### src/pkg/sat_pkg.sv
/*
 * sat_pkg: constants, configuration carrier and state encoding for the
 * step axis trajectory and brake timing block.
 * assumes a single 10 MHz clock; all widths are fixed.
 */
package sat_pkg;

    localparam int FREQ_W = 20;
    localparam int ACC_W  = 24;
    localparam int POS_W  = 25;
    localparam int FRQM_W = 30;
    localparam int PH_W   = 35;

    localparam int CLK_HZ    = 32'h0098_9680;
    localparam int TICK_MS   = 32'h0000_0001;
    localparam int MS_CYCLES = CLK_HZ / 32'h0000_03e8 * TICK_MS;

    localparam logic [FREQ_W-1:0]     SS_CAP_HZ    = 20'h00fa0;
    localparam logic [ACC_W-1:0]      RAMP_MAX_MS  = 24'h001388;
    localparam logic signed [15:0]    BRAKE_MAX_MS = 16'sh03e8;
    localparam logic [15:0]           DWELL_MAX_MS = 16'h03e8;
    localparam logic [FRQM_W-1:0]     MHZ_PER_HZ   = 30'h000003e8;
    localparam logic [46:0]           DIV1K_MUL    = 47'h00000000419;
    localparam int                    DIV1K_SH     = 20;
    localparam logic [5:0]            DIV_STEPS    = 6'h20;
    localparam logic [PH_W-1:0]       PHASE_WRAP   = 35'h2_540b_e400;
    localparam logic signed [POS_W-1:0] POS_MAX    = 25'sh0ff_ffff;
    localparam logic signed [POS_W-1:0] POS_MIN    = 25'sh100_0000;
    localparam logic signed [POS_W-1:0] POS_ONE    = 25'sh000_0001;

    typedef struct packed {
        logic [FREQ_W-1:0] start_stop_frequency;
        logic [ACC_W-1:0]  accel_setting;
        logic              accel_in_ms;
        logic signed [31:0] upper_soft_limit;
        logic signed [31:0] lower_soft_limit;
        logic signed [15:0] brake_on_ms;
        logic signed [15:0] brake_off_ms;
        logic [15:0]       stop_dwell_ms;
    } sat_cfg_t;

    typedef enum logic [2:0] {
        ST_IDLE    = 3'h0,
        ST_RELEASE = 3'h1,
        ST_SLOPE   = 3'h2,
        ST_RUN     = 3'h3,
        ST_BRAKE   = 3'h4
    } sat_state_t;

endpackage : sat_pkg

### src/verilog/sat_axis_top.sv
/*
 * sat_axis_top: one step axis channel. checks and holds trajectory and
 * brake settings, ramps the pulse rate, counts position, runs the stop
 * stage and times the brake output.
 * assumes all inputs come from logic on clk_in; the translator takes
 * one step per step_pulse_out cycle with dir_out steady around it.
 */
`timescale 1ns/1ns

module sat_axis_top #(
    parameter int MS_CYCLES_P = sat_pkg::MS_CYCLES
) (
    input  logic                          clk_in,
    input  logic                          rst_n_in,
    input  sat_pkg::sat_cfg_t             cfg_in,
    input  logic                          cfg_apply_in,
    input  logic [sat_pkg::FREQ_W-1:0]    max_speed_limit_in,
    input  logic [sat_pkg::FREQ_W-1:0]    range_min_freq_in,
    input  logic [sat_pkg::ACC_W-1:0]     accel_lower_in,
    input  logic [sat_pkg::ACC_W-1:0]     accel_config_in,
    input  logic                          auto_brake_en_in,
    input  logic                          move_start_in,
    input  logic signed [sat_pkg::POS_W-1:0] target_pos_in,
    output logic                          step_pulse_out,
    output logic                          dir_out,
    output logic                          brake_engage_out,
    output logic                          busy_out,
    output logic                          stop_stage_out,
    output logic                          cfg_error_out,
    output logic [sat_pkg::FRQM_W-1:0]    freq_mhz_out,
    output logic signed [sat_pkg::POS_W-1:0] position_out
);
    import sat_pkg::*;

    ////////////////////////////////////////////////////////////////////////
    // helpers

    function automatic logic [FRQM_W-1:0] hz_to_mhz(input logic [FREQ_W-1:0] hz);
        return FRQM_W'(hz) * MHZ_PER_HZ;
    endfunction : hz_to_mhz

    // pulses issued at hz during ms milliseconds, /1000 by multiply and shift
    function automatic logic [POS_W-1:0] mul_div1k(input logic [FREQ_W-1:0] hz,
                                                 input logic [15:0] ms);
        logic [46:0] p;
        p = 47'(hz) * 47'(ms) * DIV1K_MUL;
        return p[DIV1K_SH +: POS_W];
    endfunction : mul_div1k

    function automatic logic [15:0] abs_ms(input logic signed [15:0] v);
        return (v < 0) ? 16'(-v) : 16'(v);
    endfunction : abs_ms

    function automatic logic cfg_ok(input sat_cfg_t c,
                                    input logic [FREQ_W-1:0] max_speed_limit,
                                    input logic [ACC_W-1:0] amin,
                                    input logic [ACC_W-1:0] acfg);
        logic [FREQ_W-1:0] cap;
        logic              ok;
        cap = (max_speed_limit < SS_CAP_HZ) ? max_speed_limit : SS_CAP_HZ;
        ok  = (c.start_stop_frequency <= cap);
        if (c.accel_in_ms) begin
            ok = ok && (c.accel_setting >= acfg) && (c.accel_setting <= RAMP_MAX_MS);
        end else begin
            ok = ok && (c.accel_setting >= amin) && (c.accel_setting <= acfg);
        end
        ok = ok && (c.lower_soft_limit <= c.upper_soft_limit);
        ok = ok && (c.lower_soft_limit >= 32'(POS_MIN)) && (c.upper_soft_limit <= 32'(POS_MAX));
        ok = ok && (c.upper_soft_limit >= 32'(POS_MIN)) && (c.lower_soft_limit <= 32'(POS_MAX));
        ok = ok && (abs_ms(c.brake_on_ms) <= 16'(BRAKE_MAX_MS));
        ok = ok && (abs_ms(c.brake_off_ms) <= 16'(BRAKE_MAX_MS));
        ok = ok && (c.stop_dwell_ms <= DWELL_MAX_MS);
        return ok;
    endfunction : cfg_ok

    ////////////////////////////////////////////////////////////////////////
    // declarations

    sat_cfg_t                 cfg_ff;
    logic                     cfg_err_ff;
    sat_state_t               state_ff;
    sat_state_t               nxt_state;
    logic [31:0]              cyc_ff;
    logic [15:0]              ms_cnt_ff;
    logic                     ms_tick;
    logic signed [POS_W-1:0]  position_ff;
    logic signed [POS_W-1:0]  tgt_ff;
    logic                     dir_ff;
    logic                     step_ff;
    logic                     busy_ff;
    logic                     brake_ff;
    logic [FRQM_W-1:0]        freq_ff;
    logic [PH_W-1:0]          phase_ff;
    logic [POS_W-1:0]         ramp_pulses_ff;
    logic                     decel_ff;
    logic                     stop_stage_ff;
    logic [ACC_W:0]           div_rem_ff;
    logic [31:0]              div_quo_ff;
    logic [5:0]               div_cnt_ff;

    logic [FREQ_W-1:0]        ss_hz;
    logic [FRQM_W-1:0]        ss_m;
    logic [FRQM_W-1:0]        max_speed_limit_m;
    logic [FRQM_W-1:0]        slope;
    logic [31:0]              numer;
    logic                     lim_en;
    logic signed [POS_W-1:0]  hi_eff;
    logic signed [POS_W-1:0]  lo_eff;
    logic signed [POS_W-1:0]  tgt_clamp;
    logic                     start_ok;
    logic [POS_W:0]           rem_pulses;
    logic [POS_W-1:0]         dwell_pulses;
    logic [POS_W-1:0]         ant_raw;
    logic [POS_W-1:0]         ant_pulses;
    logic                     arrived;
    logic                     in_span;
    logic                     decel_go;
    logic                     fire;
    logic [PH_W-1:0]          phase_sum;
    logic [ACC_W:0]           div_trial;
    logic [31:0]              ramp_up;
    logic                     act_neg;
    logic                     rel_neg;

    ////////////////////////////////////////////////////////////////////////
    // derived settings

    assign ss_hz  = (cfg_ff.start_stop_frequency == '0) ? range_min_freq_in
                  : cfg_ff.start_stop_frequency;
    assign ss_m   = hz_to_mhz(ss_hz);
    assign max_speed_limit_m = hz_to_mhz(max_speed_limit_in);
    assign numer  = (max_speed_limit_m > ss_m) ? 32'(max_speed_limit_m - ss_m) : 32'h0000_0000;
    // ms unit: slope = span / ramp time; Hz/s unit: Hz/s equals mHz per ms
    assign slope  = cfg_ff.accel_in_ms ? div_quo_ff[FRQM_W-1:0]
                  : FRQM_W'(cfg_ff.accel_setting);

    assign lim_en = !((cfg_ff.upper_soft_limit == 0) && (cfg_ff.lower_soft_limit == 0));
    assign hi_eff = lim_en ? $signed(cfg_ff.upper_soft_limit[POS_W-1:0]) : POS_MAX;
    assign lo_eff = lim_en ? $signed(cfg_ff.lower_soft_limit[POS_W-1:0]) : POS_MIN;
    assign tgt_clamp = (target_pos_in > hi_eff) ? hi_eff
                     : (target_pos_in < lo_eff) ? lo_eff : target_pos_in;
    assign start_ok  = move_start_in && (state_ff == ST_IDLE) && (tgt_clamp != position_ff);

    assign rem_pulses   = dir_ff ? ({tgt_ff[POS_W-1], tgt_ff} - {position_ff[POS_W-1], position_ff})
                                 : ({position_ff[POS_W-1], position_ff} - {tgt_ff[POS_W-1], tgt_ff});
    assign dwell_pulses = mul_div1k(ss_hz, cfg_ff.stop_dwell_ms);
    assign ant_raw      = mul_div1k(ss_hz, abs_ms(cfg_ff.brake_on_ms));
    // anticipation cannot reach back past the start of the stop stage
    assign ant_pulses   = (ant_raw < dwell_pulses) ? ant_raw : dwell_pulses;
    assign act_neg      = cfg_ff.brake_on_ms < 0;
    assign rel_neg      = cfg_ff.brake_off_ms < 0;

    assign arrived   = (position_ff == tgt_ff);
    assign in_span   = dir_ff ? (position_ff < hi_eff) : (position_ff > lo_eff);
    assign decel_go  = rem_pulses <= ({1'b0, ramp_pulses_ff} + {1'b0, dwell_pulses});
    assign phase_sum = phase_ff + PH_W'(freq_ff);
    assign fire      = (state_ff == ST_RUN) && (phase_sum >= PHASE_WRAP) && !arrived && in_span;
    assign div_trial = {div_rem_ff[ACC_W-1:0], div_quo_ff[31]};
    assign ramp_up   = 32'(freq_ff) + 32'(slope);
    assign ms_tick   = (cyc_ff == 32'(MS_CYCLES_P - 1));

    ////////////////////////////////////////////////////////////////////////
    // settings: a bad set is refused whole and the old one kept

    always_ff @(posedge clk_in) begin
        if (!rst_n_in) begin
            cfg_ff     <= '0;
            cfg_err_ff <= 1'b0;
        end else if (cfg_apply_in) begin
            if (cfg_ok(cfg_in, max_speed_limit_in, accel_lower_in, accel_config_in)) begin
                cfg_ff     <= cfg_in;
                cfg_err_ff <= 1'b0;
            end else begin
                cfg_err_ff <= 1'b1;
            end
        end
    end

    ////////////////////////////////////////////////////////////////////////
    // sequencer

    always_comb begin
        nxt_state = state_ff;
        case (state_ff)
            ST_IDLE: begin
                if (start_ok) begin
                    nxt_state = (auto_brake_en_in && rel_neg) ? ST_RELEASE : ST_SLOPE;
                end
            end
            ST_RELEASE: begin
                if (ms_cnt_ff >= abs_ms(cfg_ff.brake_off_ms)) begin
                    nxt_state = ST_SLOPE;
                end
            end
            ST_SLOPE: begin
                if (!cfg_ff.accel_in_ms || (div_cnt_ff == DIV_STEPS)) begin
                    nxt_state = ST_RUN;
                end
            end
            ST_RUN: begin
                if (arrived) begin
                    nxt_state = (auto_brake_en_in && cfg_ff.brake_on_ms > 0) ? ST_BRAKE
                              : ST_IDLE;
                end
            end
            ST_BRAKE: begin
                if (ms_cnt_ff >= 16'(cfg_ff.brake_on_ms)) begin
                    nxt_state = ST_IDLE;
                end
            end
            default: nxt_state = ST_IDLE;
        endcase
    end

    always_ff @(posedge clk_in) begin
        if (!rst_n_in) begin
            state_ff <= ST_IDLE;
            busy_ff  <= 1'b0;
        end else begin
            state_ff <= nxt_state;
            busy_ff  <= (nxt_state != ST_IDLE);
        end
    end

    // millisecond timer, restarted on every state change
    always_ff @(posedge clk_in) begin
        if (!rst_n_in || (state_ff != nxt_state)) begin
            cyc_ff    <= 32'h0000_0000;
            ms_cnt_ff <= 16'h0000;
        end else if (ms_tick) begin
            cyc_ff    <= 32'h0000_0000;
            ms_cnt_ff <= ms_cnt_ff + 16'h0001;
        end else begin
            cyc_ff    <= cyc_ff + 32'h0000_0001;
        end
    end

    ////////////////////////////////////////////////////////////////////////
    // trajectory: slope division, ramps, stop stage

    always_ff @(posedge clk_in) begin
        if (!rst_n_in) begin
            tgt_ff         <= '0;
            dir_ff         <= 1'b0;
            freq_ff        <= '0;
            phase_ff       <= '0;
            ramp_pulses_ff <= '0;
            decel_ff       <= 1'b0;
            stop_stage_ff  <= 1'b0;
            div_rem_ff     <= '0;
            div_quo_ff     <= 32'h0000_0000;
            div_cnt_ff     <= 6'h00;
        end else if (state_ff == ST_IDLE) begin
            freq_ff       <= '0;
            stop_stage_ff <= 1'b0;
            if (start_ok) begin
                tgt_ff     <= tgt_clamp;
                dir_ff     <= (tgt_clamp > position_ff);
                div_rem_ff <= '0;
                div_quo_ff <= numer;
                div_cnt_ff <= 6'h00;
            end
        end else if (state_ff == ST_SLOPE) begin
            // restoring divide, one quotient bit per cycle
            if (cfg_ff.accel_in_ms && (div_cnt_ff != DIV_STEPS)) begin
                div_cnt_ff <= div_cnt_ff + 6'h01;
                if (div_trial >= {1'b0, cfg_ff.accel_setting}) begin
                    div_rem_ff <= div_trial - {1'b0, cfg_ff.accel_setting};
                    div_quo_ff <= {div_quo_ff[30:0], 1'b1};
                end else begin
                    div_rem_ff <= div_trial;
                    div_quo_ff <= {div_quo_ff[30:0], 1'b0};
                end
            end
            freq_ff        <= ss_m;
            phase_ff       <= '0;
            ramp_pulses_ff <= '0;
            decel_ff       <= 1'b0;
        end else if (state_ff == ST_RUN) begin
            phase_ff <= (phase_sum >= PHASE_WRAP) ? phase_sum - PHASE_WRAP : phase_sum;
            if (fire && !decel_ff && (freq_ff < max_speed_limit_m)) begin
                ramp_pulses_ff <= ramp_pulses_ff + POS_W'(1);
            end
            decel_ff      <= decel_ff || decel_go;
            stop_stage_ff <= decel_ff && (freq_ff == ss_m);
            if (ms_tick) begin
                if (decel_ff) begin
                    freq_ff <= (freq_ff > ss_m + slope) ? freq_ff - slope : ss_m;
                end else begin
                    freq_ff <= (ramp_up < 32'(max_speed_limit_m)) ? ramp_up[FRQM_W-1:0] : max_speed_limit_m;
                end
            end
        end else begin
            freq_ff       <= '0;
            stop_stage_ff <= 1'b0;
        end
    end

    ////////////////////////////////////////////////////////////////////////
    // step output and position counter

    always_ff @(posedge clk_in) begin
        if (!rst_n_in) begin
            position_ff <= '0;
            step_ff     <= 1'b0;
        end else begin
            step_ff <= fire;
            if (fire) begin
                position_ff <= dir_ff ? position_ff + POS_ONE : position_ff - POS_ONE;
            end
        end
    end

    ////////////////////////////////////////////////////////////////////////
    // brake: engaged while idle under automatic management

    always_ff @(posedge clk_in) begin
        if (!rst_n_in) begin
            brake_ff <= 1'b0;
        end else if (!auto_brake_en_in) begin
            brake_ff <= 1'b0;
        end else if (start_ok && rel_neg) begin
            brake_ff <= 1'b0;
        end else if ((state_ff == ST_SLOPE) && (nxt_state == ST_RUN)
                     && (cfg_ff.brake_off_ms == 0)) begin
            brake_ff <= 1'b0;
        end else if ((state_ff == ST_RUN) && (cfg_ff.brake_off_ms > 0) && ms_tick
                     && !stop_stage_ff
                     && (ms_cnt_ff + 16'h0001 == 16'(cfg_ff.brake_off_ms))) begin
            brake_ff <= 1'b0;
        end else if ((state_ff == ST_RUN) && act_neg && stop_stage_ff
                     && (rem_pulses <= {1'b0, ant_pulses})) begin
            brake_ff <= 1'b1;
        end else if (state_ff == ST_IDLE) begin
            brake_ff <= 1'b1;
        end
    end

    assign step_pulse_out   = step_ff;
    assign dir_out          = dir_ff;
    assign brake_engage_out = brake_ff;
    assign busy_out         = busy_ff;
    assign stop_stage_out   = stop_stage_ff;
    assign cfg_error_out    = cfg_err_ff;
    assign freq_mhz_out     = freq_ff;
    assign position_out     = position_ff;
endmodule : sat_axis_top
### config.mk
export PLATFORM = sky130hd
export DESIGN_NAME = sat_axis_top
export DESIGN_NICKNAME = d
export VERILOG_FILES = /design/src/pkg/sat_pkg.sv /design/src/verilog/sat_axis_top.sv
export SDC_FILE = /design/constraint.sdc
export NUM_CORES = 2
export LEC_CHECK = 0
export CORE_MARGIN = 5
export CORE_UTILIZATION = 45
export DETAILED_ROUTE_END_ITERATION = 7
export DONT_BUFFER_PORTS = 1
export PLACE_DENSITY = 0.67
export SETUP_SLACK_MARGIN = 0.5
export SLEW_MARGIN = 30
export SYNTH_ARGS = -nofsm -noshare
export SYNTH_HDL_FRONTEND = slang
export SYNTH_SLANG_ARGS = --single-unit
### constraint.sdc
create_clock -name clk_in -period 40.6 [get_ports clk_in]
set_clock_uncertainty 0.2 [all_clocks]
set_input_delay 8.12 -clock clk_in [delete_from_list [all_inputs] [get_ports clk_in]]
set_output_delay 8.12 -clock clk_in [all_outputs]
set_load 0.05 [all_outputs]
# Yosys cells after proc, flatten, opt, wreduce, memory -nomap -nowiden
# Index checks and enable logic that the tools add are counted.
# Widths: inputs -> output; s select.
word_totals:
  register_bits: 417
  input_bits: 275
  out_inout_bits: 61
  wordCells: 229
op_classes:
  add_sub_neg: 20
  mul: 6
  n_lt_le_gt_ge: 36
  n_eq_ne: 15
  n_mux: 59
  bitwise: 4
  reduce_logical: 62
op_table:
  columns: ["op", "count"]
  rows:
  - ["$mux 25", 9]
  - ["$mux 30", 7]
  - ["$mux 32", 5]
  - ["$mux 24", 5]
  - ["$mux 35", 3]
  - ["$logic_not 32->1", 3]
  - ["$mul 36x11->45 const B", 2]
  - ["$gt 25x25->1", 3]
  - ["$lt 25x25->1", 3]
  - ["$mul 20x16->36", 2]
  - ["$ge 32x25->1 const B", 2]
  - ["$le 32x25->1 const B", 2]
  - ["$lt 16x1->1 const B", 4]
  - ["$mux 16", 4]
  - ["$neg 16->16", 4]
  - ["$gt 30x30->1", 2]
  - ["$mul 20x7->27 const B", 2]
  - ["$sub 25x25->26", 2]
  - ["$ge 24x24->1", 2]
  - ["$le 16x10->1 const B", 3]
  - ["$mux 20", 2]
  - ["$add 35x30->35", 1]
  - ["$ge 35x34->1 const B", 1]
  - ["$sub 35x34->35 const B", 1]
  - ["56 further kinds", 128]

# Depth between registers and ports, before layout
logic_depth:
  ltp_word: 17
  depth_mapped: 83
  ltp_nobuf: 79

# Least setup slack after synthesis
# No wires, ideal clock.
synth_timing:
  kind: "in2reg"
  from: "in range_min_freq_in[10] in the netlist's numbering"
  to: "reg brake_ff (netlist: brake_engage_out)"
  setup_time_ns: 0.091
  arrival_ns: 22.634
  t_required_ns: 40.309
  slack_ns: 17.675
  path_stages: 76
  path_buffers: 4
  path_cell_list: "a21o_1 > clkbuf_1 > clkbuf_1 > nand2_1 > fa_1 > fa_1 > fa_1 > fa_1 > inv_1 > fa_1 > inv_1 > fa_1 > inv_1 > ha_1 > and2_1 > a31o_2 > a211o_1 > o311ai_0 > [40 not listed] > mux2i_1 > ha_1 > nor2b_1 > o21a_1 > o21a_1 > o21a_1 > o21ai_0 > nand2b_1 > a21oi_1 > nor2b_1 > o21ai_0 > nand2b_1 > a21oi_1 > o21ai_0 > a21oi_1 > o2111ai_1 > o31a_1 > a311oi_1"
synth_via:
  elab_chain_len: 8
  elab_cells_between_ends: 11
  cone_classes: "mul: 4; order compare: 2; mux: 3; reduce/logical: 2"
synth_lines:
  columns: ["element", "line", "text"]
  rows:
  - ["from (decl)", "sat_axis_top.sv:18", "input logic [sat_pkg::FREQ_W-1:0] range_min_freq_in,"]
  - ["$mux 20 *", "sat_axis_top.sv:128", "assign ss_hz = (cfg_ff.start_stop_frequency == '0) ? range_min_freq_in"]
  - ["$mul 20x16->36", "sat_axis_top.sv:46", "p = 47'(hz) * 47'(ms) * DIV1K_MUL;"]
  - ["$mul 36x11->45", "sat_axis_top.sv:46", null]
  - ["$lt 25x25->1", "sat_axis_top.sv:149", "assign ant_pulses = (ant_raw < dwell_pulses) ? ant_raw : dwell_pulses;"]
  - ["$mux 25 *", "sat_axis_top.sv:149", null]
  - ["$le 26x25->1 *", "sat_axis_top.sv:332", "&& (rem_pulses <= {1'b0, ant_pulses})) begin"]
  - ["$logic_and 1x1->1 *", "sat_axis_top.sv:332", null]
  - ["$mux 1 or $reduce_bool 2->1 (tied branches)", null, null]
  - ["to (signal assigned)", "sat_axis_top.sv:330", "brake_ff <= 1'b0;"]
  - ["to (signal assigned)", "sat_axis_top.sv:333", "brake_ff <= 1'b1;"]
  - ["to (signal assigned)", "sat_axis_top.sv:335", "brake_ff <= 1'b1;"]
  - ["to (decl)", "sat_axis_top.sv:91", "logic brake_ff;"]
# Mark *: on every way between the ends. The rest lies on a longest branch, timed or not.
# A chain may end at the register's enable or synchronous reset.

# Worst setup path in the final report
layout_timing:
  from: "in range_min_freq_in[5] in the netlist's numbering"
  to: "reg brake_ff (netlist: brake_engage_out)"
# The elaborated chain is that of the path after synthesis.

==> results_dict.tcl <==
set metrics [dict create \
    status "completed" \
    ys_ff_latch 417 \
    synth.top_cell.area_share_pct 22.1 \
    endpoint "brake_engage_out$_SDFFE_PP0P_" \
    synthTopCellsByArea "ha_1 (22%), fa_1 (20%), dfxtp_1 (11%)" \
    grt_util_met3_pct 3.86 \
    cpPeakStageDelay_ps 600 \
    cts-resized-gates 0 \
    syn_nets 11900 \
    drive_above_1_share_pct 3.80 \
    worstRegToRegCells 78 \
    async_reset_ff_share_pct 0 \
    clk_pin_slew_ps 60 \
    period_needed_ps 24370 \
    global_route.usage.total_pct 25.6 \
    rsz0062_at_grt "false" \
    power.density_nw_per_um2 39.7 \
    io_buffers 0 \
    cts_hold_buf 0 \
    worstSetupStartpointType "input pin" \
    yosysTopAreaCell "ha_1" \
    critPathCaptureType "flip-flop" \
    fin_setup_tns_ps 0 \
    ir_worst_vdd_mv 0.0938 \
    seqCellArea_um2 8350 \
    fin_nets 11800 \
    hpwl_um 198000 \
    gr-usage-met2_pct 42.8 \
    wl_per_cell_um 20.3 \
    drt_iter0_markers 4835 \
    netlist-cell-type-count 100 \
    cp_common_cell "fa_1" \
    critPathMaxFanout 30 \
    drv_cap 0 \
    hold_class "reg2reg" \
    grt_max_degree 105 \
    slew_headroom_pct 34.8 \
    cts_buffers 52 \
    cellLeakagePower_nw 41.8 \
    dieWidth_um 426 \
    clk_latency_ps 700 \
    grt_pass1_wl_um 371000 \
    ant_nets 0 \
    cts_max_path_buffers 3 \
    cts.root.buffer_cell "clkbuf_16" \
    post_cts_buffers 0 \
    mappedNetlistArea_um2 78000 \
    syn_inst 9446 \
    num_rows 152 \
    fin_crit_sh_pct 60.0 \
    clock.fmax_mhz 41.0 \
    via_per_inst 5.64 \
    grt_pass1_vias 66400 \
    slew_violations 0 \
    vias 66000 \
    antenna_found_initial 4 \
    cts.htree.levels 2 \
    crit_path_start "range_min_freq_in[5]" \
    setup_violations 0 \
    synth_edf_count 0 \
    fillers 16600 \
    cts.sinks 417 \
    areaGrowthSynthToFinish_pct 6.26 \
    reg2reg_setup_slack_ps 22060 \
    hold_ws_ps 258 \
    reg2reg_to "brake_engage_out$_SDFFE_PP0P_" \
    cp.arrival_ps 24760 \
    grtUsageMet1_pct 32.7 \
    cts_tree "built" \
    gp_congestion 0.955 \
    r2r_start "cfg_ff[141]$_SDFFE_PN0P_" \
    drc_errors 0 \
    core_area_um2 172000 \
    dr.pass1.iters 8 \
    io_pins 336 \
    yosys_warnings 0 \
    tightest_slew_ps 976 \
    totalWireLength_um 238000 \
    synth.avg_cell_area_um2 8.26 \
    post-synth-top-count-cell "inv_1" \
    synthFlopType "dfxtp_1" \
    die-area_um2 182000 \
    top_usage_layer "met2" \
    die_h_um 426 \
    ys_seq_area_share_pct 10.7 \
    hold_viol_final 0 \
    grt-ovfl-total 0 \
    start_util_pct 45.3 \
    synth_common_cells "inv_1 (1452), ha_1 (1377), nor2_1 (856)" \
    crit_type "in2reg" \
    cp.required_ps 40990 \
    cp_slowest_cell "o31ai_2" \
    multi_input_area_um2 63200 \
]
-- worst min-delay path by stage --
stage,from,to,slack (ps),depth (start not counted)
floorplan,div_rem_ff[23]$_SDFFE_PN0P_,div_rem_ff[23]$_SDFFE_PN0P_,230,2
global placement,phase_ff[16]$_SDFFE_PN0P_,phase_ff[16]$_SDFFE_PN0P_,240,2
detailed placement,phase_ff[22]$_SDFFE_PN0P_,phase_ff[22]$_SDFFE_PN0P_,250,2
CTS,phase_ff[22]$_SDFFE_PN0P_,phase_ff[22]$_SDFFE_PN0P_,260,2
global route,phase_ff[22]$_SDFFE_PN0P_,phase_ff[22]$_SDFFE_PN0P_,280,2
finish,phase_ff[22]$_SDFFE_PN0P_,phase_ff[22]$_SDFFE_PN0P_,260,2
-- worst max-delay path: cells and delay by family --
family / cells / cell delay [ps]
AND/OR/NAND/NOR: 14 / 1560
XOR/XNOR: 2 / 700
adder cells (fa/ha/maj): 16 / 6620
multiplexers: 1 / 170
buffers and inverters: 9 / 890
AO/OA/AOI/OAI: 33 / 6620
-- per-layer routing --
layer  part of all wire [%]  vias up
met3                    6.5      504
met1                     42    32100
met4                    5.2        0
met2                     46     2111
li1                       -    31400
met5                      0        -
-- cells by family (layout without fill, tap and decap cells) --
family	Yosys count	count (layout)	synth area share, %
XOR/XNOR	524	524	5.88
other	0	5	0
flip-flops	417	417	10.7
adder cells (fa/ha/maj)	2146	2146	41.8
AND/OR/NAND/NOR	2609	2609	15.4
buffers and inverters	1762	1712	8.57
AO/OA/AOI/OAI	1759	1759	14.6
multiplexers	229	229	2.99
-- cell type report --
| class | instances | area share (%) |
|---|---|---|
| inverter | 1461 | 6.62 |
| tap | 2310 | 3.49 |
| clock buffer | 64 | 1.71 |
| antenna | 5 | 0.0151 |
| timing repair buffer | 154 | 1.41 |
| clock inverter | 33 | 0.514 |
| sequential | 417 | 10.1 |
| multi-input combinational | 7267 | 76.2 |
-- placed cells by master, fill, tap and decap left out, types with 34 or more instances in the layout --
master and count:
a31oi_1 42, a21boi_0 36, a21o_1 273, nand2_1 793
inv_1 1452, o31ai_1 34, o21bai_1 48, buf_4 153
a21oi_1 489, nor2_1 852, or3_1 38, nand4_1 114
ha_1 1377, a211oi_1 79, clkbuf_16 52, nand2b_1 83
dfxtp_1 415, o21a_1 105, xnor2_1 319, and3_1 59
nor2b_1 109, nor4_1 54, nor3_1 106, and2_1 201
nand3_1 114, fa_1 768, o211ai_1 35, xor2_1 201
mux2i_1 196, o21ai_0 336
-- where the power goes --
part           switching (W)  total (W)  leakage, nW  internal [W]
Sequential         0.0000137   0.000439         3.37      0.000426
Clock               0.000217   0.000508        0.881      0.000291
Combinational        0.00143    0.00235         37.6      0.000918
-- per-stage QoR --
step / util, % / cells / setup slack (ps) / power, W / instance area [um2]
floorplan: - / 9446 / 17670 / 0.00209 / 78000
global placement: 47.1 / 11600 / 15990 / 0.00268 / 81000
detailed placement: 47.1 / 11600 / 15640 / 0.00272 / 81000
CTS: 48.2 / 11700 / 16320 / 0.00326 / 82900
global route: 48.2 / 11700 / 15210 / 0.00357 / 82900
finish: 48.2 / 11700 / 16230 / 0.00329 / 82900
-- registers in the layout, indices dropped and copies added, names as in the netlist --
signal / flops
ramp_pulses_ff: 25
busy_out: 1
dir_out: 1
brake_engage_out: 1
decel_ff: 1
freq_mhz_out: 30
div_quo_ff: 32
step_pulse_out: 1
tgt_ff: 25
cyc_ff: 32
phase_ff: 35
state_ff: 3
ms_cnt_ff: 16
cfg_error_out: 1
stop_stage_out: 1
div_rem_ff: 24
position_out: 25
cfg_ff: 157
div_cnt_ff: 6
No activity file was read; power rests on OpenSTA's default activity.
